**src/srs_regs.svh**
```systemverilog
// Offsets, field positions, reset values and counts of the standby and
// reset sequencer. Assumes a 100 MHz clk_sys and byte addresses on the bus.
`ifndef SRS_REGS_SVH
`define SRS_REGS_SVH

`define SRS_ADDR_W 4
`define SRS_OFF_CTRL 4'h0
`define SRS_OFF_STANDBY 4'h4
`define SRS_OFF_STATUS 4'h8

`define SRS_CTRL_PCE 0
`define SRS_CTRL_SEL_LO 1
`define SRS_CTRL_SEL_HI 3
`define SRS_CTRL_TAP10 4
`define SRS_STANDBY_SLEEP 0

`define SRS_RST_PCE 1'h1
`define SRS_RST_SEL 3'h7
`define SRS_RST_TAP10 1'h1

`define SRS_STAT_STATE_LO 0
`define SRS_STAT_STATE_HI 3
`define SRS_STAT_LVD 4
`define SRS_STAT_RESET 5
`define SRS_STAT_STAB_OK 6

`define SRS_EXT_RST_MIN_CYC 2
`define SRS_STAB_TAP_BASE 3
`define SRS_PRESC_W 11
`define SRS_BIT_W 8

`endif

```
**src/srs_pkg.sv**
```systemverilog
// Types shared by the standby and reset sequencer.
// Assumes srs_regs.svh supplies the numeric constants.
package srs_pkg;

    typedef enum logic [3:0] {
        S_OSCWAIT,
        S_PORCNT,
        S_XRST,
        S_RUN,
        S_SLEEP,
        S_STOP,
        S_STAB,
        S_LVD
    } srs_state_t;

    typedef struct packed {
        logic osc;
        logic cpu;
        logic periph;
        logic wdt;
        logic timer;
        logic bit_timer;
    } srs_clk_gate_t;

    typedef struct packed {
        logic irq_block;
        logic port_input;
        logic remote_out_low;
    } srs_lvd_force_t;

endpackage : srs_pkg

```
**src/srs_sequencer.sv**
```systemverilog
// Standby, reset and low-voltage sequencer with an Avalon-MM register slave.
// Assumes pins arrive asynchronously, CPU strobes share clk_sys.
// Function
// - Global enable on: wake vectors to service
// - Pending enabled interrupt refuses standby entry
// - Gate oscillator and counters per standby mode
// - Power-on reset lasts two-to-nineteen cycles
// - Power-on pulse clears prescaler, timer, detector
// - Interval timer on tap ten; overflow ends reset
// - Stabilization count starts after oscillator start
// - Low supply enters low-voltage mode
// - Low-voltage mode blocks, stops, forces ports
// - Low-voltage pull-ups follow factory option
// - Only reset leaves low-voltage mode
// - Global enable off: resume after standby
// - STOP release waits selected stabilization time
`include "srs_regs.svh"

module srs_sequencer #(
    parameter int NIRQ = 8,
    parameter int NPORT = 21,
    parameter logic [20:0] PULLUP_OPT = 21'h1fffff,
    parameter int PRESC_W = `SRS_PRESC_W,
    parameter int BIT_W = `SRS_BIT_W
) (
    input wire logic clk_sys, // Oscillator clock
    input wire logic rst, // Synchronous reset, active high
    input wire logic [`SRS_ADDR_W-1:0] address, // Byte address
    input wire logic read, // Avalon read
    input wire logic write, // Avalon write
    input wire logic [31:0] writedata, // Avalon write data
    output logic [31:0] readdata, // Avalon read data
    output logic waitrequest, // Avalon wait
    input wire logic reset_pin_n, // External reset pin
    input wire logic por_pulse, // Power-on detection pulse
    input wire logic osc_started, // Oscillator running
    input wire logic supply_low, // Supply comparator output
    input wire logic [NIRQ-1:0] irq_flag, // Interrupt request flags
    input wire logic [NIRQ-1:0] irq_enable, // Interrupt enable flags
    input wire logic global_ie, // processor_status_word I bit
    input wire logic stop_req, // STOP instruction strobe
    output logic sys_reset, // Internal reset
    output srs_pkg::srs_clk_gate_t clk_gate, // Clock enables
    output srs_pkg::srs_lvd_force_t lvd_force, // Low-voltage forcing
    output logic [20:0] port_pullup, // Port pull-up enables
    output logic standby_refused, // Entry refused pulse
    output logic wake_vector, // Wake to service routine
    output logic wake_resume, // Wake to next instruction
    output logic [7:0] wake_index, // Waking interrupt
    output logic bit_overflow // Interval timer overflow
);

    srs_pkg::srs_state_t state;
    logic [3:0] sync1;
    logic [3:0] sync2;
    logic pin_n_s;
    logic por_s;
    logic osc_s;
    logic low_s;
    logic [1:0] xrst_cnt;
    logic xrst_go;
    logic [PRESC_W-1:0] presc;
    logic [PRESC_W-1:0] presc_prev;
    logic [BIT_W-1:0] bit_cnt;
    logic bit_tick;
    logic bit_ovf;
    logic ovf;
    logic pce;
    logic [2:0] clk_sel;
    logic tap10_src;
    logic sleep_req;
    logic stab_from_rst;
    logic stab_ie;
    logic stab_wake;
    logic [NIRQ-1:0] pend;
    logic any_pend;
    logic stab_ok;
    logic go_standby;
    logic acc;

    function automatic logic tap_rise(input logic [PRESC_W-1:0] prev,
                                      input logic [PRESC_W-1:0] cur,
                                      input int idx);
        int i;
        i = (idx > PRESC_W - 1) ? PRESC_W - 1 : idx;
        return cur[i] & ~prev[i];
    endfunction : tap_rise

    function automatic logic [7:0] first_set(input logic [NIRQ-1:0] v);
        logic [7:0] r;
        r = 8'h00;
        for (int i = NIRQ - 1; i >= 0; i--) begin
            if (v[i]) begin
                r = 8'(i);
            end
        end
        return r;
    endfunction : first_set

    // Only the second stage is read; the first stage may be metastable
    always_ff @(posedge clk_sys) begin
        if (rst) begin
            sync1 <= 4'h1;
            sync2 <= 4'h1;
        end else begin
            sync1 <= {supply_low, osc_started, por_pulse, reset_pin_n};
            sync2 <= sync1;
        end
    end
    assign pin_n_s = sync2[0];
    assign por_s = sync2[1];
    assign osc_s = sync2[2];
    assign low_s = sync2[3];

    // Short glitches on the pin are ignored
    always_ff @(posedge clk_sys) begin
        if (rst || pin_n_s) begin
            xrst_cnt <= 2'h0;
        end else if (xrst_cnt != 2'(`SRS_EXT_RST_MIN_CYC)) begin
            xrst_cnt <= xrst_cnt + 2'h1;
        end
    end
    assign xrst_go = !pin_n_s && (xrst_cnt == 2'(`SRS_EXT_RST_MIN_CYC - 1) ||
                     xrst_cnt == 2'(`SRS_EXT_RST_MIN_CYC));

    assign pend = irq_flag & irq_enable;
    assign any_pend = |pend;
    assign stab_ok = tap10_src | pce;
    assign go_standby = sleep_req | stop_req;

    // Prescaler holds in STOP and low-voltage mode, cleared by any reset
    always_ff @(posedge clk_sys) begin
        if (rst || state == srs_pkg::S_OSCWAIT ||
            state == srs_pkg::S_XRST) begin
            presc <= '0;
            presc_prev <= '0;
        end else begin
            presc_prev <= presc;
            if (state != srs_pkg::S_STOP && state != srs_pkg::S_LVD) begin
                presc <= presc + 1'b1;
            end
        end
    end

    always_comb begin
        bit_tick = 1'b0;
        case (state)
            srs_pkg::S_PORCNT: begin
                bit_tick = tap_rise(presc_prev, presc, PRESC_W - 1);
            end
            srs_pkg::S_STAB: begin
                bit_tick = tap_rise(presc_prev, presc,
                    `SRS_STAB_TAP_BASE + int'(clk_sel));
            end
            srs_pkg::S_RUN: begin
                bit_tick = tap10_src ? tap_rise(presc_prev, presc, PRESC_W - 1)
                    : (pce & tap_rise(presc_prev, presc,
                    `SRS_STAB_TAP_BASE + int'(clk_sel)));
            end
            srs_pkg::S_SLEEP: begin
                bit_tick = tap10_src &
                    tap_rise(presc_prev, presc, PRESC_W - 1);
            end
            default: begin
                bit_tick = 1'b0;
            end
        endcase
    end
    assign bit_ovf = bit_tick && (&bit_cnt);

    // Counter and overflow detector restart so each stabilization is full
    always_ff @(posedge clk_sys) begin
        if (rst || state == srs_pkg::S_OSCWAIT ||
            state == srs_pkg::S_XRST || state == srs_pkg::S_STOP) begin
            bit_cnt <= '0;
            ovf <= 1'b0;
        end else begin
            if (bit_tick) begin
                bit_cnt <= bit_cnt + 1'b1;
            end
            if (bit_ovf) begin
                ovf <= 1'b1;
            end
        end
    end

    always_ff @(posedge clk_sys) begin
        if (rst) begin
            state <= srs_pkg::S_OSCWAIT;
            stab_from_rst <= 1'b0;
            stab_ie <= 1'b0;
            stab_wake <= 1'b0;
        end else if (por_s) begin
            state <= srs_pkg::S_OSCWAIT;
        end else if (xrst_go) begin
            state <= srs_pkg::S_XRST;
        end else if (low_s && state != srs_pkg::S_OSCWAIT &&
                     state != srs_pkg::S_PORCNT &&
                     state != srs_pkg::S_XRST) begin
            state <= srs_pkg::S_LVD;
        end else begin
            case (state)
                srs_pkg::S_OSCWAIT: begin
                    if (osc_s) begin
                        state <= srs_pkg::S_PORCNT;
                    end
                end
                srs_pkg::S_PORCNT: begin
                    if (ovf) begin
                        state <= srs_pkg::S_RUN;
                    end
                end
                srs_pkg::S_XRST: begin
                    stab_from_rst <= 1'b1;
                    stab_wake <= 1'b0;
                    state <= srs_pkg::S_STAB;
                end
                srs_pkg::S_RUN: begin
                    if (go_standby && !any_pend) begin
                        state <= stop_req ? srs_pkg::S_STOP
                            : srs_pkg::S_SLEEP;
                    end
                end
                srs_pkg::S_SLEEP: begin
                    if (any_pend) begin
                        state <= srs_pkg::S_RUN;
                    end
                end
                srs_pkg::S_STOP: begin
                    if (any_pend && stab_ok) begin
                        stab_from_rst <= 1'b0;
                        stab_wake <= 1'b1;
                        stab_ie <= global_ie;
                        state <= srs_pkg::S_STAB;
                    end
                end
                srs_pkg::S_STAB: begin
                    if (ovf) begin
                        state <= srs_pkg::S_RUN;
                    end
                end
                srs_pkg::S_LVD: begin
                    state <= srs_pkg::S_LVD;
                end
                default: begin
                    state <= srs_pkg::S_OSCWAIT;
                end
            endcase
        end
    end

    // Wake and refusal pulses for the processor core
    always_ff @(posedge clk_sys) begin
        if (rst) begin
            wake_vector <= 1'b0;
            wake_resume <= 1'b0;
            wake_index <= 8'h00;
            standby_refused <= 1'b0;
        end else begin
            wake_vector <= 1'b0;
            wake_resume <= 1'b0;
            standby_refused <= 1'b0;
            if (!por_s && !xrst_go && !low_s) begin
                if (state == srs_pkg::S_SLEEP && any_pend) begin
                    wake_vector <= global_ie;
                    wake_resume <= !global_ie;
                    wake_index <= first_set(pend);
                end else if (state == srs_pkg::S_STOP && any_pend &&
                             stab_ok) begin
                    wake_index <= first_set(pend);
                end else if (state == srs_pkg::S_STAB && ovf &&
                             stab_wake) begin
                    wake_vector <= stab_ie;
                    wake_resume <= !stab_ie;
                end else if (state == srs_pkg::S_RUN && go_standby &&
                             any_pend) begin
                    standby_refused <= 1'b1;
                end
            end
        end
    end

    always_ff @(posedge clk_sys) begin
        if (rst) begin
            sys_reset <= 1'b1;
            clk_gate <= '0;
            lvd_force <= '0;
            port_pullup <= '0;
            bit_overflow <= 1'b0;
        end else begin
            sys_reset <= state == srs_pkg::S_OSCWAIT ||
                state == srs_pkg::S_PORCNT || state == srs_pkg::S_XRST ||
                (state == srs_pkg::S_STAB && stab_from_rst);
            bit_overflow <= bit_ovf && state == srs_pkg::S_RUN ||
                bit_ovf && state == srs_pkg::S_SLEEP;
            clk_gate.osc <= state != srs_pkg::S_STOP &&
                state != srs_pkg::S_LVD;
            clk_gate.cpu <= state == srs_pkg::S_RUN;
            clk_gate.wdt <= state == srs_pkg::S_RUN;
            clk_gate.timer <= state == srs_pkg::S_RUN && pce;
            clk_gate.periph <= state == srs_pkg::S_RUN && pce;
            clk_gate.bit_timer <= state == srs_pkg::S_RUN ||
                state == srs_pkg::S_STAB || state == srs_pkg::S_PORCNT ||
                (state == srs_pkg::S_SLEEP && tap10_src);
            lvd_force.irq_block <= state == srs_pkg::S_LVD;
            lvd_force.port_input <= state == srs_pkg::S_LVD;
            lvd_force.remote_out_low <= state == srs_pkg::S_LVD;
            port_pullup <= (state == srs_pkg::S_LVD) ? PULLUP_OPT
                : 21'h000000;
        end
    end

    // One wait cycle per access; the transfer completes when waitrequest low
    assign acc = (read || write) && !waitrequest;

    always_ff @(posedge clk_sys) begin
        if (rst) begin
            waitrequest <= 1'b1;
            readdata <= 32'h00000000;
        end else begin
            waitrequest <= !((read || write) && waitrequest);
            if (read && waitrequest) begin
                readdata <= 32'h00000000;
                case (address)
                    `SRS_OFF_CTRL: begin
                        readdata[`SRS_CTRL_PCE] <= pce;
                        readdata[`SRS_CTRL_SEL_HI:`SRS_CTRL_SEL_LO] <= clk_sel;
                        readdata[`SRS_CTRL_TAP10] <= tap10_src;
                    end
                    `SRS_OFF_STATUS: begin
                        readdata[`SRS_STAT_STATE_HI:`SRS_STAT_STATE_LO] <=
                            state;
                        readdata[`SRS_STAT_LVD] <= state == srs_pkg::S_LVD;
                        readdata[`SRS_STAT_RESET] <= sys_reset;
                        readdata[`SRS_STAT_STAB_OK] <= stab_ok;
                    end
                    default: begin
                        readdata <= 32'h00000000;
                    end
                endcase
            end
        end
    end

    // Hardware setting the peripheral clock on STOP release wins over a write
    always_ff @(posedge clk_sys) begin
        if (rst || sys_reset) begin
            pce <= `SRS_RST_PCE;
            clk_sel <= `SRS_RST_SEL;
            tap10_src <= `SRS_RST_TAP10;
            sleep_req <= 1'b0;
        end else begin
            sleep_req <= 1'b0;
            if (acc && write && address == `SRS_OFF_CTRL) begin
                pce <= writedata[`SRS_CTRL_PCE];
                clk_sel <= writedata[`SRS_CTRL_SEL_HI:`SRS_CTRL_SEL_LO];
                tap10_src <= writedata[`SRS_CTRL_TAP10];
            end
            if (acc && write && address == `SRS_OFF_STANDBY) begin
                sleep_req <= writedata[`SRS_STANDBY_SLEEP];
            end
            if (state == srs_pkg::S_STAB && ovf) begin
                pce <= 1'b1;
            end
        end
    end
endmodule : srs_sequencer

```
**config.mk**
```make
export PLATFORM = sky130hd
export DESIGN_NAME = srs_sequencer
export DESIGN_NICKNAME = d
export VERILOG_FILES = /design/src/srs_pkg.sv /design/src/srs_sequencer.sv
export VERILOG_INCLUDE_DIRS = /design/src
export SDC_FILE = /design/constraint.sdc
export NUM_CORES = 1
export LEC_CHECK = 0
export BUFFER_PORTS_ARGS = -buffer_cell sky130_fd_sc_hd__buf_2
export CAP_MARGIN = 5
export CORE_UTILIZATION = 53
export CTS_CLUSTER_SIZE = 8
export DETAILED_ROUTE_END_ITERATION = 8
export PLACE_DENSITY_LB_ADDON = 0.1
export SYNTH_ARGS = -nofsm -noshare
export SYNTH_HDL_FRONTEND = slang
export SYNTH_SLANG_ARGS = --single-unit
```
**constraint.sdc**
```tcl
create_clock -name clk_sys -period 4.02 [get_ports clk_sys]
set_input_delay 0.201 -clock clk_sys [delete_from_list [all_inputs] [get_ports clk_sys]]
set_output_delay 0.201 -clock clk_sys [all_outputs]
set_load 0.005 [all_outputs]
```
==> results.txt, run 1 <==
Slew at the pin closest to its max-slew limit: 1.06 ns. TritonCTS built the clock tree. For the number of diodes added for antenna fixing, the log shows 0.

Across the routed clock network, the largest skew measured is 0.0115 ns. After filler insertion, the fill cell instance count of the layout stands at 606. The run gives 28.8% as the headroom to the max-slew limit.

The maximum buffer depth of the clock tree came out at 2. In this run, synthesis inferred 0 flip-flops with an integrated enable. For the via count of the first global-routing pass, the log shows 2595. Critical setup path kind: reg2reg. The top-level I/O count is 138, and the die extent in y is 85.3 um. For the synthesized netlist cell count, the log shows 428. The run finished with clean final reports. The logs give 0 for the number of max-slew violations in the final report and 0 for the number of setup buffers added after CTS. The number of resized instances in the post-cts repair step came out at 0. The sink count of the clock tree is 74, and the async set or reset register ratio after synthesis is 0%. The netlist uses 59 different library cells. The floorplan has 29 rows.

The core region area came out at 6530 um2. The number of setup violations in the final report was 0. The largest individual stage delay along the critical path comes from the cell sky130_fd_sc_hd__dfxtp_1. The clock latency reported for the late side of the worst-skew pair is 0.35 ns, and the mean area per synthesized cell is 8.59 um2. The first TritonRoute pass finished after 4 iterations.

Data on the critical path is required at its endpoint by 4.29 ns. The worst-case IR drop observed on VDD is 0.000251 V. Based on the critical path, the design can be clocked at up to 354 MHz. The post-route minimum period came out at 2.83 ns. The count of buffers inserted at the top-level ports is 80, and the mean number of vias per cell is 5.38.

The share of post-route cells with drive strength above 1 is 21.4%, and the share of the synthesized area in the top cell type is 40.3%. The logs give 1.75 nW for the leakage power and 0 for the number of remaining DRC errors. sky130_fd_sc_hd__dfxtp_1 takes more of the synthesized area than any other cell. The logs give 0 for the number of maximum-capacitance constraint violations and 7180 um for the aggregate routed wire length.

Maximum fanout along the worst path: 15. The worst setup path is launched from a flop. The initial antenna violation count came out at 0. For the sum of net half-perimeters after detailed placement, the log shows 5130 um. STA classifies the critical path endpoint as a flop. After routing, the total negative slack on setup checks comes to 0 ns. Setup repair after global routing left no endpoint under its margin.

On the worst path, the slowest cell contributes a delay of 0.62 ns. The tools report the overall global routing resource usage as 20.9%. The initial utilization of the core area, before any placement, comes to 56.3%.

The hold violation count in the final report is 0, and the die area is 7270 um2. At the end of routability-driven placement, the weighted congestion stood at 0.834. Synthesis-stage register bit count: 74. The run gives 549 as the net total in the final layout. The depth of the CTS H-tree is 3.

By count the netlist is led by sky130_fd_sc_hd__dfxtp_1, sky130_fd_sc_hd__buf_4, sky130_fd_sc_hd__nor2_1. Sequential cells were found to cover 40.3% of the synthesized design area. Entering global routing, the biggest net connects 32 pins.

STA puts the critical path data arrival time at 3.10 ns. The register clock-pin slew on the reported worst setup and hold paths was 0.08 ns. Clock tree synthesis selected as its root buffer the cell sky130_fd_sc_hd__clkbuf_8.

The logs give 0 for the remaining antenna violation count after routing and 12100 um for the first-pass GRT wire length. The signal on the critical path passes through inv_1, ha_1, nand2b_1, o31a_1, a2111oi_2, a211oi_1, buf_4, or4_1, a21oi_1. The aggregate global routing overflow came out at 0. The tools report the number of buffers created by CTS as 9. The cell area that synthesis handed to floorplanning was 3680 um2.

After detailed routing, the average wire length per cell comes to 12.7 um. From synthesis to final layout, the design area changed by 9.09%. The run gives 3030 as the via count. Ranked by total cell area, the synthesized netlist is headed by sky130_fd_sc_hd__dfxtp_1, sky130_fd_sc_hd__buf_4, sky130_fd_sc_hd__nor2_1. The most frequent cell after synthesis is sky130_fd_sc_hd__dfxtp_1. The final critical path takes up 70.3% of the cycle. In this run, post-CTS hold repair placed 0 buffers.

The tools report the area occupied by multi-input gates as 1780 um2. The overall power after layout is 0.00141 W. The path class of the tightest hold or removal check is in2reg. Number of warning messages in the yosys log: 0.

Among all flip-flop cells after synthesis, the most frequent one is sky130_fd_sc_hd__dfxtp_1. The power per standard cell area was 351 nW/um2; the die span in x was 85.3 um. Across the whole layout, storage elements account for 1480 um2. For this block, the initial DRC count from the detailed router was 158.
==> where the power goes <==
part,leakage [nW],internal [W],switching (W)
clock network,0.0966,0.000288,0.000280
logic,1.06,0.0000354,0.0000522
registers,0.600,0.000743,0.0000102
==> worst max-delay path, delay by kind of cell, from the launching register on <==
| family | cells | cell delay [ns] |
|---|---|---|
| buf+inv | 2 | 0.32 |
| fa+ha+maj | 1 | 0.37 |
| simple gates | 2 | 0.61 |
| compound gates | 4 | 0.82 |
| flops | 1 | 0.62 |
==> final cells by class <==
class	count	share of cell area, %
clock buffer	10	3.18
multi-input combinational	300	44.3
sequential	74	36.9
timing repair buffer	81	10.2
inverter	15	1.40
tap	77	2.40
clock inverter	6	1.62
==> placed cells by master (no fill, tap or decap), drive strengths merged, types with 7 or more instances in the layout <==
cell type  Yosys  final
buf           61     81
dfxtp         74     74
nor2          44     44
nand2         31     31
conb           1     30
a21oi         23     23
inv           15     16
nand3         15     15
o21ai         12     12
mux2i         11     11
nor2b         10     10
nor3          10     10
clkbuf         7     10
nand2b         9      9
and2           9      9
xor2           7      7
==> cells by family (layout without fill, tap and decap cells) <==
| family | count (synthesis) | in the layout | share of synthesized area (%) |
|---|---|---|---|
| XOR/XNOR | 11 | 11 | 2.62 |
| flip-flops | 74 | 74 | 40.3 |
| multiplexers | 11 | 11 | 3.00 |
| AND/OR/NAND/NOR | 161 | 161 | 22.5 |
| adder cells (fa/ha/maj) | 6 | 6 | 2.04 |
| AO/OA/AOI/OAI | 81 | 81 | 15.1 |
| other | 1 | 30 | 0.102 |
| buffers and inverters | 83 | 112 | 14.4 |
==> through the flow <==
step           hold slack, ns  setup WS (ns)  cell area (um2)  utilization (%)  std cells
2_1_floorplan           0.277           1.69             3780                -        457
5_1_grt                0.0446          0.918             4010             61.4        563
3_3_place_gp            0.384           1.29             3820             58.4        547
4_1_cts                0.0289           1.20             4010             61.4        563
6_report               0.0460           1.19             4010             61.4        563
3_5_place_dp            0.405           1.21             3820             58.4        547
==> registers in the layout, indices dropped and copies added (netlist names), 2 cells and up <==
signal      flops
presc          11
xrst_cnt        2
sync2           4
state           3
presc_prev     11
sync1           4
wake_index      3
clk_sel         3
clk_gate        4
bit_cnt         8
readdata        7
==> worst paths after layout <==
check	depth (start not counted)	to	slack, ns	startpoint
setup / recovery	9	bit_cnt[6]	1.19	clk_sel[0]
hold / removal	2	sync1[0]	0.05	reset_pin_n
setup reg to reg	9	bit_cnt[6]	1.19	clk_sel[0]
hold reg to reg	1	state[1]	0.42	sync2[1]
==> routing by layer <==
| layer | track usage, % | up-vias | wire length (um) |
|---|---|---|---|
| met5 | 0 | - | 0 |
| met4 | 7.42 | 0 | 136 |
| met3 | 5.54 | 12 | 475 |
| met2 | 32.2 | 129 | 3090 |
| met1 | 28.4 | 1377 | 3480 |
| li1 | - | 1512 | - |
(Power assumes the default switching activity.)
==> inputs of run 2 (changes only) <==
--- a/config.mk
+++ b/config.mk
@@ -8,7 +8,7 @@
 export LEC_CHECK = 0
 export BUFFER_PORTS_ARGS = -buffer_cell sky130_fd_sc_hd__buf_2
 export CAP_MARGIN = 5
-export CORE_UTILIZATION = 53
+export CORE_UTILIZATION = 45
 export CTS_CLUSTER_SIZE = 8
 export DETAILED_ROUTE_END_ITERATION = 8
 export PLACE_DENSITY_LB_ADDON = 0.1
==> constraint.sdc (replaced) <==
create_clock -name clk_sys -period 2.4 [get_ports clk_sys]
set_input_delay 0.12 -clock clk_sys [delete_from_list [all_inputs] [get_ports clk_sys]]
set_output_delay 0.12 -clock clk_sys [all_outputs]
set_load 0.005 [all_outputs]
==> results.txt, run 2 (synthesis results as in run 1) <==
The required time at the worst-slack endpoint was 2.69 ns (was 4.29 ns). The run finished with clean final reports. Die area: 8530 um2 (was 7270 um2). The critical setup path kind was reg2reg (unchanged). The number of remaining DRC errors is 0 (unchanged). The maximum cell stage delay along the critical path was 0.49 ns (was 0.62 ns). The cell depth of the worst min-delay path works out to 3 (was 2). The tools report the beginning of the critical path as clk_sel[0] (unchanged). Register clock-pin slew on the reported worst setup and hold paths: 0.08 ns (about the same).

Signed area change from the synthesized netlist to the final layout: 19.1% (was 9.09%). The run gives 2 (unchanged) as the maximum buffer depth of the clock tree. The achievable frequency came out at 428 MHz (was 354 MHz).

Worst-case setup margin in the final layout: 0.0646 ns (was 1.19 ns). The worst endpoint data arrival time was 2.63 ns (was 3.10 ns); the number of core rows was 32 (was 29). The run gives 0.000610 W (was 0.000342 W) as the net switching power of the design. The run gives 3 (unchanged) as the depth of the CTS H-tree. The remaining antenna violation count after routing is 0 (unchanged). The sink count of the clock tree is 74 (unchanged).

The number of buffers created by CTS came out at 9 (unchanged). The launch instance of the worst register-to-register path is clk_sel[0] (unchanged). The tools report the number of fill cells as 742 (was 606). The run gives 0.06 ns (was 1.19 ns) as the minimum setup slack among reg-to-reg paths.

Hold path startpoint: writedata[0] (was reset_pin_n). The area occupied by multi-input gates came out at 1830 um2 (was 1780 um2). Endpoint kind of the worst setup timing path: a flop (unchanged). Share of post-route cells with drive strength above 1: 24.8% (was 21.4%). For the number of diodes added for antenna fixing, the log shows 0 (unchanged). The number of iterations in the first detailed-routing pass was 4 (unchanged). Post-route minimum period: 2.34 ns (was 2.83 ns). The total internal power is 0.00192 W (was 0.00107 W). The reg-to-reg endpoint is bit_cnt[7] (was bit_cnt[6]). For the DRC marker count from the first detailed-route iteration, the log shows 169 (was 158). TritonCTS built the clock tree.

The tools report the portion of total power attributed to combinational logic as 7.0% (was 6.2%). Registers with the highest flip-flop counts: presc x11, presc_prev x11, bit_cnt x8 (unchanged). The power per standard cell area is 578 nW/um2 (was 351 nW/um2), and the hold violation count in the final report is 0 (unchanged). The switching share of power is 24.1% (was 24.3%), and the headroom to the max-slew limit is 63.5% (was 28.8%).

The logs give 25 (was 32) for the maximum number of pins on one net before global-route repair and 0.0591 ns (was 1.21 ns) for the pre-CTS setup slack. The via count is 3153 (was 3030). The tools report the first-pass GRT wire length as 12800 um (was 12100 um).

The maximum ir drop on the vdd rail is 0.000361 V (was 0.000251 V), and the aggregate global routing overflow is 0 (unchanged). The run gives 587 (was 547) as the number of instances in the placed design. The run gives 1.91 nW (was 1.75 nW) as the leakage power. The slew at the pin closest to its max-slew limit came out at 0.546 ns (was 1.06 ns). The root cell of the clock tree was sky130_fd_sc_hd__clkbuf_8 (unchanged). The tools report the clock latency reported for the late side of the worst-skew pair as 0.36 ns (was 0.35 ns).

The tools report the overall global routing resource usage as 19.0% (was 20.9%). The most common cell after layout, fill and taps aside was sky130_fd_sc_hd__buf_2 (unchanged). The die span in x works out to 92.4 um (was 85.3 um). The number of maximum-capacitance constraint violations was 0 (unchanged); the detailed-route wire length per cell was 12.6 um (was 12.7 um). The setup skew after layout was 0.00922 ns (was 0.0115 ns).

The die extent in y was 92.4 um (was 85.3 um). The worst-path cell with the longest stage delay is sky130_fd_sc_hd__or4_1 (was sky130_fd_sc_hd__dfxtp_1). For the final worst hold slack, the log shows 0.0236 ns (was 0.0460 ns).

The aggregate routed wire length is 7770 um (was 7180 um), and the via count of the first global-routing pass is 2679 (was 2595). For the number of setup violations in the final report, the log shows 0 (unchanged). The endpoint with the worst hold slack was pce (was sync1[0]). The initial cell density of the core was 47.1% (was 56.3%); the clock share of power was 43.4% (was 40.3%). Cell-by-cell trace of the critical path: inv_1, ha_4, nand2b_4, o31a_1, a2111oi_4, a211oi_2, buf_4, or4_1, a21oi_1 (was inv_1, ha_1, nand2b_1, o31a_1, a2111oi_2, a211oi_1, buf_4, or4_1, a21oi_1). The maximum fanout along the worst path is 6 (was 15), and the mean number of vias per cell is 5.10 (was 5.38). Number of max-slew violations in the final report: 0 (unchanged). The tools report the final standard cell count with taps included and fillers excluded as 618 (was 563). The top-level I/O count came out at 138 (unchanged).

The critical path startpoint category was a flop (unchanged). For the initial antenna violation count, the log shows 0 (unchanged). The combined flip-flop and latch cell area is 1480 um2 (unchanged), and the last weighted congestion value of the routability-driven placer is 0.792 (was 0.834). The sequential cell fraction of total power was 49.6% (was 53.5%); the sum of net half-perimeters after detailed placement was 5520 um (was 5130 um).

The path depth of the worst reg2reg path works out to 9 (unchanged). The tools report the sum of negative setup slack as 0 ns (unchanged). The run gives 7810 um2 (was 6530 um2) as the core region area. The count of buffers inserted at the top-level ports is 80 (unchanged), and the overall power after layout is 0.00253 W (was 0.00141 W).

The tools report the net total in the final layout as 579 (was 549). Leading cell types in the layout, fill and taps excluded: sky130_fd_sc_hd__buf_2, sky130_fd_sc_hd__dfxtp_1, sky130_fd_sc_hd__nor2_1, sky130_fd_sc_hd__nand2_1, sky130_fd_sc_hd__conb_1 (unchanged). The type of the worst min-delay path was in2reg (unchanged). Final clock period utilization by the worst path: 97.3% (was 70.3%).
## run 2: changes by cell type in the layout (fill, tap and decap cells not counted), sizes merged
cell | previous run | this run
buf | 81 | 99
bufinv | 1 | 2
clkbuf | 10 | 9
clkinv | 3 | 4
clkinvlp | 1 | 0
dlygate4sd3 | 0 | 12
## run 2: worst max-delay path by stage
stage	to	cells past startpoint	slack, ns
after detailed placement	bit_cnt[7]	9	0.06
after global routing	bit_cnt[7]	9	-0.03
after global placement	bit_cnt[7]	9	0.11
after CTS	bit_cnt[7]	9	0.04
after floorplan	bit_cnt[6]	9	0.07
final	bit_cnt[7]	9	0.06
## run 2: critical path, delay by kind of cell (launching register included)
family | cells | cell delay (ns)
AO/OA/AOI/OAI | 4 | 0.85
AND/OR/NAND/NOR | 2 | 0.55
flip-flops | 1 | 0.33
adder cells (fa/ha/maj) | 1 | 0.29
buffers and inverters | 2 | 0.25
## run 2: routing by layer
metal | global-route usage (%) | part of all wire [%] | vias to the layer above
met5 | 0 | 0 | -
met2 | 27.3 | 42 | 132
li1 | - | - | 1583
met1 | 27.0 | 51 | 1431
met3 | 4.11 | 6.2 | 7
met4 | 8.33 | 1.4 | 0
## run 2: power by group through the flow
stage               logic, W  clock network, W  registers (W)
floorplan           0.000125                 0        0.00128
global placement    0.000160                 0        0.00128
detailed placement  0.000161                 0        0.00128
CTS                 0.000175           0.00111        0.00126
global route        0.000201           0.00117        0.00126
finish              0.000177           0.00110        0.00126
## run 2: final cells by class
cell class | count | share of cell area [%]
Inverter | 15 | 1.29
Clock buffer | 9 | 2.83
Multi-Input combinational cell | 300 | 41.7
Timing Repair Buffer | 111 | 15.1
Clock inverter | 7 | 2.34
Tap cell | 102 | 2.92
Sequential cell | 74 | 33.8
## run 2: repair_timing
item                                   CTS  global route
resized for setup                        0             8
endpoints found under the hold margin   10             0
buffers inserted                         0             2
hold buffers                            12             0
setup endpoints to repair                0             4
## run 2: per-stage QoR
step                      util (%)  area [um2]
after global routing          56.1        4380
after global placement        50.7        3960
after detailed placement      50.7        3960
final                         56.1        4380
after floorplan                  -        3780
after CTS                     55.2        4310
